--- src/logic/positioning_defines.svh ---
`ifndef POSITIONING_DEFINES_SVH
`define POSITIONING_DEFINES_SVH

// Byte addresses of the register words
`define POS_CTRL_ADDR 8'h00
`define POS_CMD_ADDR 8'h04
`define POS_STATUS_ADDR 8'h08

// Channel numbering, shared by every 4-bit channel field
`define POS_CH_FWD_SLOW 0
`define POS_CH_REV_SLOW 1
`define POS_CH_FWD_STOP 2
`define POS_CH_REV_STOP 3
`define POS_NUM_CH 4

// Control word fields
`define POS_CTRL_POL_LSB 0
`define POS_CTRL_SRC_LSB 4
`define POS_CTRL_LONG_CAM 8
`define POS_CTRL_DIS_SRC 9
`define POS_CTRL_SLOW_MODE_LSB 10
`define POS_CTRL_STOP_MODE_LSB 12
`define POS_CTRL_RESTORE 14
`define POS_CTRL_RESET 15'h000f

// Command word fields
`define POS_CMD_BITS_LSB 0
`define POS_CMD_DISABLE 4
`define POS_CMD_RESET 5'h00

// Status word fields
`define POS_STAT_LATCH_LSB 0
`define POS_STAT_LEVEL_LSB 4
`define POS_STAT_DISABLED 8
`define POS_STAT_RUN_FWD 9
`define POS_STAT_RUN_REV 10

`endif

--- src/logic/positioning_pkg.sv ---
package positioning_pkg;

  typedef struct packed {
    logic pinMeta;
    logic pinSync;
    logic prevLevel;
  } edge_state_t;

  typedef struct packed {
    logic [1:0] fwdMeta;
    logic [1:0] revMeta;
    logic runFwd;
    logic runRev;
    logic [1:0] disMeta;
    logic disPin;
    logic addrValid;
    logic addrWrite;
    logic [7:0] addr;
    logic [14:0] ctrl;
    logic [4:0] cmd;
    logic [31:0] rdata;
    logic hreadyout;
    logic fwdSlowCmd;
    logic revSlowCmd;
    logic fwdStopCmd;
    logic revStopCmd;
    logic fwdEnable;
    logic revEnable;
    logic [1:0] slowMode;
    logic [1:0] stopMode;
  } top_state_t;

  // Latched requests, kept in the retained domain
  typedef struct packed {
    logic [3:0] latched;
  } nv_state_t;

endpackage

--- src/logic/limit_switch_positioning.sv ---
// Chosen here: the AHB-Lite register port and the register offsets.
`timescale 1ns/1ps
`include "positioning_defines.svh"

module limit_switch_positioning
  import positioning_pkg::*;
(
  input wire logic clock,
  input wire logic nrst,
  input wire logic nvRstN,
  input wire logic hsel,
  input wire logic [31:0] haddr,
  input wire logic [1:0] htrans,
  input wire logic hwrite,
  input wire logic [2:0] hsize,
  input wire logic [31:0] hwdata,
  input wire logic hready,
  output logic hreadyout,
  output logic hresp,
  output logic [31:0] hrdata,
  input wire logic [3:0] sensorPins,
  input wire logic disablePin,
  input wire logic runFwdReq,
  input wire logic runRevReq,
  output logic fwdSlowCmd,
  output logic revSlowCmd,
  output logic fwdStopCmd,
  output logic revStopCmd,
  output logic fwdEnable,
  output logic revEnable,
  output logic [1:0] slowMode,
  output logic [1:0] stopMode
);

  top_state_t s_q;
  top_state_t s_d;
  nv_state_t nv_q;
  nv_state_t nv_d;
  logic rstN;
  logic nvRst;
  logic [3:0] levelAct;
  logic [3:0] actEdge;
  logic [3:0] oppEdge;
  logic [3:0] setReq;
  logic [3:0] clrReq;
  logic [3:0] mineRun;
  logic [3:0] otherRun;
  logic fwdRun;
  logic revRun;
  logic disabled;
  logic longCam;
  logic restore;
  logic [31:0] statusWord;
  // Kept apart from the state struct: each has its own asynchronous reset
  logic [1:0] rstSync_q;
  logic [1:0] nvRstSync_q;

  assign rstN = rstSync_q[1];
  assign nvRst = nvRstSync_q[1];

  // Both resets enter asynchronously and release through two flops
  always_ff @(posedge clock or negedge nrst)
  begin
    if (!nrst)
      rstSync_q <= 2'h0;
    else
      rstSync_q <= {rstSync_q[0], 1'b1};
  end

  always_ff @(posedge clock or negedge nvRstN)
  begin
    if (!nvRstN)
      nvRstSync_q <= 2'h0;
    else
      nvRstSync_q <= {nvRstSync_q[0], 1'b1};
  end

  genvar ch;
  generate
    for (ch = 0; ch < `POS_NUM_CH; ch++)
    begin : g_ch
      position_edge u_edge (
        .clock(clock),
        .rstN(rstN),
        .sensorPin(sensorPins[ch]),
        .wordBit(s_q.cmd[`POS_CMD_BITS_LSB + ch]),
        .useWord(s_q.ctrl[`POS_CTRL_SRC_LSB + ch]),
        .risingActive(s_q.ctrl[`POS_CTRL_POL_LSB + ch]),
        .levelActive(levelAct[ch]),
        .activeEdge(actEdge[ch]),
        .oppositeEdge(oppEdge[ch])
      );
    end
  endgenerate

  // Both commands at once count as no travel, so nothing is latched
  assign fwdRun = s_q.runFwd && !s_q.runRev;
  assign revRun = s_q.runRev && !s_q.runFwd;
  assign disabled = s_q.ctrl[`POS_CTRL_DIS_SRC] ? s_q.cmd[`POS_CMD_DISABLE] : s_q.disPin;
  assign longCam = s_q.ctrl[`POS_CTRL_LONG_CAM];
  assign restore = s_q.ctrl[`POS_CTRL_RESTORE];
  // Forward channels own forward travel, reverse channels mirror it
  assign mineRun = {revRun, fwdRun, revRun, fwdRun};
  assign otherRun = {fwdRun, revRun, fwdRun, revRun};

  // Long cams read the zone level, so any start position initializes
  always_comb
  begin
    for (int i = 0; i < `POS_NUM_CH; i++)
    begin
      setReq[i] = mineRun[i] && (longCam ? levelAct[i] : actEdge[i]);
      clrReq[i] = otherRun[i] && (longCam ? !levelAct[i] : oppEdge[i]);
    end
  end

  // Disable is not consulted here, so tracking goes on while disabled
  always_comb
  begin
    nv_d = nv_q;
    for (int i = 0; i < `POS_NUM_CH; i++)
    begin
      if (setReq[i])
        nv_d.latched[i] = 1'b1;
      else if (clrReq[i] || restore)
        nv_d.latched[i] = 1'b0;
    end
  end

  // Retained domain: only its own power-on reset, the restore bit or opposite travel clears it, never nrst
  always_ff @(posedge clock or negedge nvRst)
  begin
    if (!nvRst)
      nv_q <= '0;
    else
      nv_q <= nv_d;
  end

  assign statusWord = {21'h000000, revRun, fwdRun, disabled, levelAct, nv_q.latched};

  always_comb
  begin
    s_d = s_q;
    s_d.fwdMeta = {s_q.fwdMeta[0], runFwdReq};
    s_d.revMeta = {s_q.revMeta[0], runRevReq};
    s_d.disMeta = {s_q.disMeta[0], disablePin};
    s_d.runFwd = s_q.fwdMeta[1];
    s_d.runRev = s_q.revMeta[1];
    s_d.disPin = s_q.disMeta[1];
    s_d.hreadyout = 1'b1;
    s_d.ctrl[`POS_CTRL_RESTORE] = 1'b0;
    // Zero wait states: read data is chosen in the address phase
    s_d.addrValid = hsel && htrans[1] && hready;
    s_d.addrWrite = hwrite;
    s_d.addr = haddr[7:0];
    if (hsel && htrans[1] && hready && !hwrite)
    begin
      unique case (haddr[7:0])
        `POS_CTRL_ADDR: s_d.rdata = {17'h00000, s_q.ctrl};
        `POS_CMD_ADDR: s_d.rdata = {27'h0000000, s_q.cmd};
        `POS_STATUS_ADDR: s_d.rdata = statusWord;
        default: s_d.rdata = 32'h00000000;
      endcase
    end
    if (s_q.addrValid && s_q.addrWrite)
    begin
      if (s_q.addr == `POS_CTRL_ADDR)
        s_d.ctrl = hwdata[14:0];
      else if (s_q.addr == `POS_CMD_ADDR)
        s_d.cmd = hwdata[4:0];
    end
    s_d.slowMode = s_q.ctrl[`POS_CTRL_SLOW_MODE_LSB +: 2];
    s_d.stopMode = s_q.ctrl[`POS_CTRL_STOP_MODE_LSB +: 2];
    // Reverse slowdown alone never slows reverse from a forward latch
    s_d.fwdSlowCmd = nv_q.latched[`POS_CH_FWD_SLOW] && fwdRun && !disabled;
    s_d.revSlowCmd = nv_q.latched[`POS_CH_REV_SLOW] && revRun && !disabled;
    s_d.fwdStopCmd = nv_q.latched[`POS_CH_FWD_STOP] && !disabled;
    s_d.revStopCmd = nv_q.latched[`POS_CH_REV_STOP] && !disabled;
    s_d.fwdEnable = fwdRun && !(nv_q.latched[`POS_CH_FWD_STOP] && !disabled);
    s_d.revEnable = revRun && !(nv_q.latched[`POS_CH_REV_STOP] && !disabled);
  end

  always_ff @(posedge clock or negedge rstN)
  begin
    if (!rstN)
    begin
      s_q.fwdMeta <= 2'h0;
      s_q.revMeta <= 2'h0;
      s_q.runFwd <= 1'b0;
      s_q.runRev <= 1'b0;
      s_q.disMeta <= 2'h0;
      s_q.disPin <= 1'b0;
      s_q.addrValid <= 1'b0;
      s_q.addrWrite <= 1'b0;
      s_q.addr <= 8'h00;
      s_q.ctrl <= `POS_CTRL_RESET;
      s_q.cmd <= `POS_CMD_RESET;
      s_q.rdata <= 32'h00000000;
      s_q.hreadyout <= 1'b0;
      s_q.fwdSlowCmd <= 1'b0;
      s_q.revSlowCmd <= 1'b0;
      s_q.fwdStopCmd <= 1'b0;
      s_q.revStopCmd <= 1'b0;
      s_q.fwdEnable <= 1'b0;
      s_q.revEnable <= 1'b0;
      s_q.slowMode <= 2'h0;
      s_q.stopMode <= 2'h0;
    end
    else
    begin
      s_q.fwdMeta <= s_d.fwdMeta;
      s_q.revMeta <= s_d.revMeta;
      s_q.runFwd <= s_d.runFwd;
      s_q.runRev <= s_d.runRev;
      s_q.disMeta <= s_d.disMeta;
      s_q.disPin <= s_d.disPin;
      s_q.addrValid <= s_d.addrValid;
      s_q.addrWrite <= s_d.addrWrite;
      s_q.addr <= s_d.addr;
      s_q.ctrl <= s_d.ctrl;
      s_q.cmd <= s_d.cmd;
      s_q.rdata <= s_d.rdata;
      s_q.hreadyout <= s_d.hreadyout;
      s_q.fwdSlowCmd <= s_d.fwdSlowCmd;
      s_q.revSlowCmd <= s_d.revSlowCmd;
      s_q.fwdStopCmd <= s_d.fwdStopCmd;
      s_q.revStopCmd <= s_d.revStopCmd;
      s_q.fwdEnable <= s_d.fwdEnable;
      s_q.revEnable <= s_d.revEnable;
      s_q.slowMode <= s_d.slowMode;
      s_q.stopMode <= s_d.stopMode;
    end
  end

  assign hreadyout = s_q.hreadyout;
  assign hresp = 1'b0;
  assign hrdata = s_q.rdata;
  assign fwdSlowCmd = s_q.fwdSlowCmd;
  assign revSlowCmd = s_q.revSlowCmd;
  assign fwdStopCmd = s_q.fwdStopCmd;
  assign revStopCmd = s_q.revStopCmd;
  assign fwdEnable = s_q.fwdEnable;
  assign revEnable = s_q.revEnable;
  assign slowMode = s_q.slowMode;
  assign stopMode = s_q.stopMode;

  property p_fwd_slow_set;
    @(posedge clock) disable iff (!nvRst || !rstN)
    fwdRun && !longCam && actEdge[`POS_CH_FWD_SLOW] |=> nv_q.latched[`POS_CH_FWD_SLOW];
  endproperty
  a_fwd_slow_set: assert property (p_fwd_slow_set)
    else $error("forward slowdown edge not latched");

  property p_fwd_slow_cause;
    @(posedge clock) disable iff (!nvRst || !rstN)
    $rose(nv_q.latched[`POS_CH_FWD_SLOW]) |-> $past(fwdRun);
  endproperty
  a_fwd_slow_cause: assert property (p_fwd_slow_cause)
    else $error("forward slowdown latched without forward travel");

  property p_fwd_slow_clear;
    @(posedge clock) disable iff (!nvRst || !rstN)
    $fell(nv_q.latched[`POS_CH_FWD_SLOW]) |-> $past(revRun || restore);
  endproperty
  a_fwd_slow_clear: assert property (p_fwd_slow_clear)
    else $error("forward slowdown cleared without reverse travel");

  property p_hold_idle;
    @(posedge clock) disable iff (!nvRst || !rstN)
    !fwdRun && !revRun && !restore |=> $stable(nv_q.latched);
  endproperty
  a_hold_idle: assert property (p_hold_idle)
    else $error("latched requests changed while stopped");

  property p_rev_allowed;
    @(posedge clock) disable iff (!nvRst || !rstN)
    revRun && !nv_q.latched[`POS_CH_REV_STOP] |=>
      revEnable && (!revSlowCmd || $past(nv_q.latched[`POS_CH_REV_SLOW]));
  endproperty
  a_rev_allowed: assert property (p_rev_allowed)
    else $error("reverse travel blocked by a forward request");

  property p_disable_suppress;
    @(posedge clock) disable iff (!nvRst || !rstN)
    disabled |=> !fwdSlowCmd && !revSlowCmd;
  endproperty
  a_disable_suppress: assert property (p_disable_suppress)
    else $error("slowdown output while disabled");

  property p_disable_tracks;
    @(posedge clock) disable iff (!nvRst || !rstN)
    disabled && fwdRun && !longCam && actEdge[`POS_CH_FWD_SLOW] |=>
      nv_q.latched[`POS_CH_FWD_SLOW];
  endproperty
  a_disable_tracks: assert property (p_disable_tracks)
    else $error("edge lost while disabled");

  property p_long_cam;
    @(posedge clock) disable iff (!nvRst || !rstN)
    longCam && fwdRun && levelAct[`POS_CH_FWD_SLOW] |=> nv_q.latched[`POS_CH_FWD_SLOW];
  endproperty
  a_long_cam: assert property (p_long_cam)
    else $error("long cam zone level not latched");

  property p_stop_refuse;
    @(posedge clock) disable iff (!nvRst || !rstN)
    nv_q.latched[`POS_CH_FWD_STOP] && !disabled |=> !fwdEnable;
  endproperty
  a_stop_refuse: assert property (p_stop_refuse)
    else $error("forward enabled with forward stop latched");

endmodule // limit_switch_positioning

--- src/logic/position_edge.sv ---
`timescale 1ns/1ps
`include "positioning_defines.svh"

module position_edge
  import positioning_pkg::*;
(
  input wire logic clock,
  input wire logic rstN,
  input wire logic sensorPin,
  input wire logic wordBit,
  input wire logic useWord,
  input wire logic risingActive,
  output logic levelActive,
  output logic activeEdge,
  output logic oppositeEdge
);

  edge_state_t s_q;
  edge_state_t s_d;
  logic level;

  // Pin passes two flip-flops; the word bit is already in this domain
  always_comb
  begin
    s_d = s_q;
    s_d.pinMeta = sensorPin;
    s_d.pinSync = s_q.pinMeta;
    s_d.prevLevel = level;
  end

  always_ff @(posedge clock or negedge rstN)
  begin
    if (!rstN)
      s_q <= '0;
    else
      s_q <= s_d;
  end

  assign level = useWord ? wordBit : s_q.pinSync;
  assign levelActive = (level == risingActive);
  assign activeEdge = (level != s_q.prevLevel) && (level == risingActive);
  assign oppositeEdge = (level != s_q.prevLevel) && (level != risingActive);

endmodule // position_edge

--- config.mk ---
export PLATFORM = sky130hd
export DESIGN_NAME = limit_switch_positioning
export DESIGN_NICKNAME = d
export VERILOG_FILES = /design/src/logic/positioning_pkg.sv /design/src/logic/limit_switch_positioning.sv /design/src/logic/position_edge.sv
export VERILOG_INCLUDE_DIRS = /design/src /design/src/logic
export SDC_FILE = /design/constraint.sdc
export NUM_CORES = 1
export LEC_CHECK = 0
export ABC_AREA = 1
export BUFFER_PORTS_ARGS = -buffer_cell sky130_fd_sc_hd__buf_2
export CORE_MARGIN = 5
export CORE_UTILIZATION = 30
export DETAILED_ROUTE_END_ITERATION = 6
export GPL_TIMING_DRIVEN = 0
export SLEW_MARGIN = 40
export SYNTH_ARGS = -nofsm -noshare
export SYNTH_HDL_FRONTEND = slang
export SYNTH_HIERARCHICAL = 1
export SYNTH_SLANG_ARGS = --single-unit
--- constraint.sdc ---
create_clock -name clock -period 3.15 [get_ports clock]
set_input_delay 0.4725 -clock clock [delete_from_list [all_inputs] [get_ports clock]]
set_output_delay 0.4725 -clock clock [all_outputs]
set_load 0.005 [all_outputs]
## Word-level counts from Yosys, hierarchy flattened

Index checks and enable logic that the tools add are counted.

- Flip-flop bits (word level): 102
- Latch bits: 0
- Bits in writable memories: 0
- Memory bits (read-only): 0
- Input port bits: 82
- Output and inout bits: 44
- Memories: 0

- Add/subtract/negate cells: 0
- Multiply operators: 0
- Divide/modulo/power cells: 0
- Order comparisons: 0
- Equality and inequality tests: 15
- Shift-type cells: 0
- Muxes and demuxes: 26
- Bitwise logic cells: 1
- Reduce and logical (&&, ||, !) cells: 52

Operators by type and width:

| cell | count |
|---|---|
| 15-bit case mux with 3 select lines | 1 |
| 1-bit logical AND | 30 |
| 1-bit 2-to-1 mux | 21 |
| 20-bit 2-to-1 mux | 1 |
| 8-bit by 3-bit == test with 1-bit output (second input constant) | 2 |
| 8-bit zero test | 2 |
| 15-bit 2-to-1 mux | 1 |
| 1-bit zero test | 10 |
| 5-bit 2-to-1 mux | 2 |
| 8-bit by 4-bit == test with 1-bit output (second input constant) | 1 |
| 1-bit inequality test | 8 |
| 2-bit nonzero test | 4 |
| 1-bit == test | 4 |
| 1-bit logical OR | 4 |
| 3-bit AND reduction | 1 |
| 2-bit AND reduction | 1 |
| 1-bit NOT | 1 |

## Depth between registers and ports, before layout

- Word-level depth: 8
- Gate-level depth with buffers: 10
- Depth with buffers taken out: 10

## Modules after synthesis

Netlist, hierarchy kept.

By module, submodules not included:

| module | times used | cells each | area each (µm²) |
|---|---|---|---|
| limit_switch_positioning | 1 | 334 | 3,238.1 |
| position_edge | 4 | 23 | 163.9 |

## Least setup slack after synthesis

Ideal clock, no wire load.

- Path kind: register to register
- Start point: register s_q[48] in the netlist's numbering
- End point: register nv_q[0] in the netlist's numbering
- Data arrival time: 1.105 ns
- Data required time: 3.030 ns
- Setup slack: 1.924 ns
- Cell stages (with the launch flop): 7
- Buffers on the path: 0
- Period minus slack after synthesis: 1.226 ns
- Cell sequence: dfstp_2 -> inv_1 -> nand3_1 -> nand2_1 -> nor2_1 -> o211ai_1 -> a31o_2

- Longest elaborated chain between the ends: 6

Ends and longest elaborated chain:

| item | RTL line | source |
|---|---|---|
| start: declaration | limit_switch_positioning.sv:35 | `top_state_t s_q;` |
| 1-bit == test (*) | position_edge.sv:40 | `assign levelActive = (level == risingActive);` |
| via levelAct[0] | limit_switch_positioning.sv:41 | `logic [3:0] levelAct;` |
| 1-bit zero test | limit_switch_positioning.sv:112 | `clrReq[i] = otherRun[i] && (longCam ? !levelAct[i] : oppEdge[i]);` |
| 1-bit 2-to-1 mux | limit_switch_positioning.sv:112 |  |
| 1-bit logical AND | limit_switch_positioning.sv:112 |  |
| 1-bit logical OR | limit_switch_positioning.sv:124 | `else if (clrReq[i] \|\| restore)` |
| 2-bit nonzero test (no source line) | -- |  |
| end signal: assignment | limit_switch_positioning.sv:135 | `nv_q <= nv_d;` |
| end: declaration | limit_switch_positioning.sv:37 | `nv_state_t nv_q;` |

Mark *: on every way through the listed nets, which the timed path passes. The rest lies on a longest branch.
A chain may end at the register's enable or synchronous reset.

## Worst setup path in the final report

- Start point: register s_q (netlist bit hrdata[2])
- End point: output port hrdata[2]

RTL lines:

| item | RTL line | source |
|---|---|---|
| end: declaration | limit_switch_positioning.sv:20 | `output logic [31:0] hrdata,` |

No word-level cell between the ends.

==> qor.txt <==
drt drc: 0
VDD IR max: 0.000180 V
Max Clk Rate: 0.691 GHz
Reg2Reg Depth: 3
Seq/Total Area, Yosys: 54.8%
num ports: 126
Die Width: 124 um
max-slew violations: 0
CTS sink count: 85
leakage: 2.68 nW
status: complete, no violations
fin crit period: 1.45 ns
Critical Path Source Type: register
crit share post-route: 45.9%
CTS H-tree depth: 3
site row count: 41
Critical Path AT: 0.97 ns
CP cell instances: buf_4, buf_2
DRT iter0 DRCs: 118
Worst EP required: 2.68 ns
post-synthesis cell type count: 28
vias in the first global route: 2761
area of the mapped netlist: 0.00389 mm^2
Non-Filler Instances: 698
# port buffers: 62
Max stage delay on crit path: 0.39 ns
antenna cells: 0
per-cell routed wire length: 11.8 um
GRT overflow: 0
largest area contributor in the netlist: dfrtp_1
post-CTS setup buffers: 0
Avg Cell Area, Syn: 9.14 um^2
Root Driver: clkbuf_16
setup TNS: 0 ns
share of layout cells above drive strength 1: 31.6%
Post-DRT Antenna Nets: 0
RSZ-0062 raised after global routing: no
total routed wirelength: 8.25 mm
CTS tree: done
CTS buffer count: 9
Syn. warnings: 6
Vias per Instance: 4.03
Slew HR: 61.5%
Reg clk slew, reported paths: 0.06 ns
max-cap check violation count: 0
Pwr Total: 0.00233 W
top cell type's share of synthesized area: 52.1%
Nets: 603
commonest cells after routing, fill and taps aside: nand2_1, dfrtp_1, buf_2
final hold vios: 0
DP Cell Count: 680
commonest non-fill, non-tap cell in the layout: nand2_1
routed vias: 2816
deepest clock path buffer count: 2
FF-to-FF Start: s_q[77]
Worst Skew: 0.00830 ns
# resized after CTS: 0
slowest stage cell, crit path: dfrtp_1
top cell family by delay on the critical path: flip-flops
CP Capture Type: primary output
First-pass DRT Iterations: 4
R2R setup slack: 1.80 ns
first-pass GRT wire length: 13.7 mm
Setup Viol. Count Final: 0
CP bufs+invs: 2
initial antenna violation count: 0
die area: 0.0154 mm^2
GRT Resource Usage Total: 11.8%
Power Dens Cells: 482 mW/mm^2
critical path class: register to primary output
Min Hold Slack: 0.0745 ns
Die Height: 124 um
Post-Synthesis Cells: 426
CTS Hold Bufs: 2
P&R area growth vs syn: 23.9%
Seq cells post-synth: 85
initial core utilization: 30.7%
Max Fanout on Critical Path: 2
Core Footprint: 0.0127 mm^2
gpl congestion: 0.839
Synth area leaders: dfrtp_1, nand2_1, buf_4, nand3_1, inv_1
largest net degree at the start of global routing: 41
worst hold path type: register to async pin
reg2reg end: nv_q[0]
worst slew pin tran: 0.575 ns
Final HPWL DP: 6.28 mm
Worst-Skew Late Latency: 0.34 ns
## how the worst max path moves through the flow
stage / start / endpoint / slack [ns] / cells after the start
CTS: hrdata[2] / hrdata[2] / 1.68 / 2
global route: hrdata[10] / hrdata[10] / 1.66 / 2
detailed placement: haddr[5] / hrdata[4] / 1.59 / 9
global placement: rstSync_q[1] / hrdata[3] / -0.07 / 0
finish: hrdata[2] / hrdata[2] / 1.70 / 2
floorplan: rstSync_q[1] / fwdEnable / 0.79 / 0
## report_power, final
part	internal, W	switching, W	leakage, nW
sequential	0.00113	0.0000274	0.959
clock	0.000613	0.000426	0.143
combinational	0.0000620	0.0000734	1.57
## through the flow
stage / instance area, um^2 / util (%) / worst slack [ns]
6_report: 4820 / 38.1 / 1.70
5_1_grt: 4820 / 38.1 / 1.66
4_1_cts: 4820 / 38.1 / 1.68
3_5_place_dp: 4510 / 35.6 / 1.59
3_3_place_gp: 4490 / 35.4 / -0.0672
2_1_floorplan: 3970 / - / 0.794
## flip-flops by register name, indices dropped and copies added, names as in the netlist
register         cells
s_q                 27
hrdata              15
s_d                 10
g_ch.u_edge/s_q      8
g_ch.u_edge/s_d      4
nv_q                 4
nvRstSync_q          2
rstSync_q            2
slowMode             2
stopMode             2
fwdEnable            1
fwdSlowCmd           1
fwdStopCmd           1
hreadyout            1
longCam              1
restore              1
revEnable            1
revSlowCmd           1
revStopCmd           1
## logic make-up (layout without fill, tap and decap cells)
| group | count (synthesis) | after routing | synth area share (%) |
|---|---|---|---|
| AO/OA/AOI/OAI | 22 | 22 | 4.34 |
| flip-flops | 85 | 85 | 54.8 |
| buffers and inverters | 85 | 166 | 13.0 |
| other | 2 | 21 | 0.193 |
| AND/OR/NAND/NOR | 232 | 232 | 27.7 |
## layout make-up
type | instances | area, um^2
Buffer | 45 | 355
Clock buffer | 10 | 229
Clock inverter | 6 | 61.3
Fill cell | 1307 | 7850
Inverter | 40 | 150
Multi-Input combinational cell | 275 | 1330
Sequential cell | 85 | 2140
Tap cell | 172 | 215
Timing Repair Buffer | 65 | 350
## cells in the mapped netlist, drive strengths merged
| cell | number |
|---|---|
| dfrtp | 81 |
| o211ai | 4 |
| nand3 | 51 |
| buf | 45 |
| nor3 | 1 |
| a21oi | 2 |
| conb | 2 |
| nand3b | 5 |
| and2 | 1 |
| nand2 | 148 |
| dfstp | 4 |
| inv | 40 |
| o21ai | 14 |
| nor2 | 26 |
| a31o | 2 |
## per-layer routing
layer	global-route usage [%]	vias up	wire [um]
met3	3.18	11	558
met2	18.4	75	3800
met5	0	-	0
met1	15.2	1259	3720
met4	5.54	0	176
li1	-	1471	-
## worst reg2reg max path: cells and delay by family (launching register included)
family          cells  cell delay (ns)
compound gates      2             0.41
flops               1             0.37
simple gates        1             0.46
(Power assumes the default switching activity.)
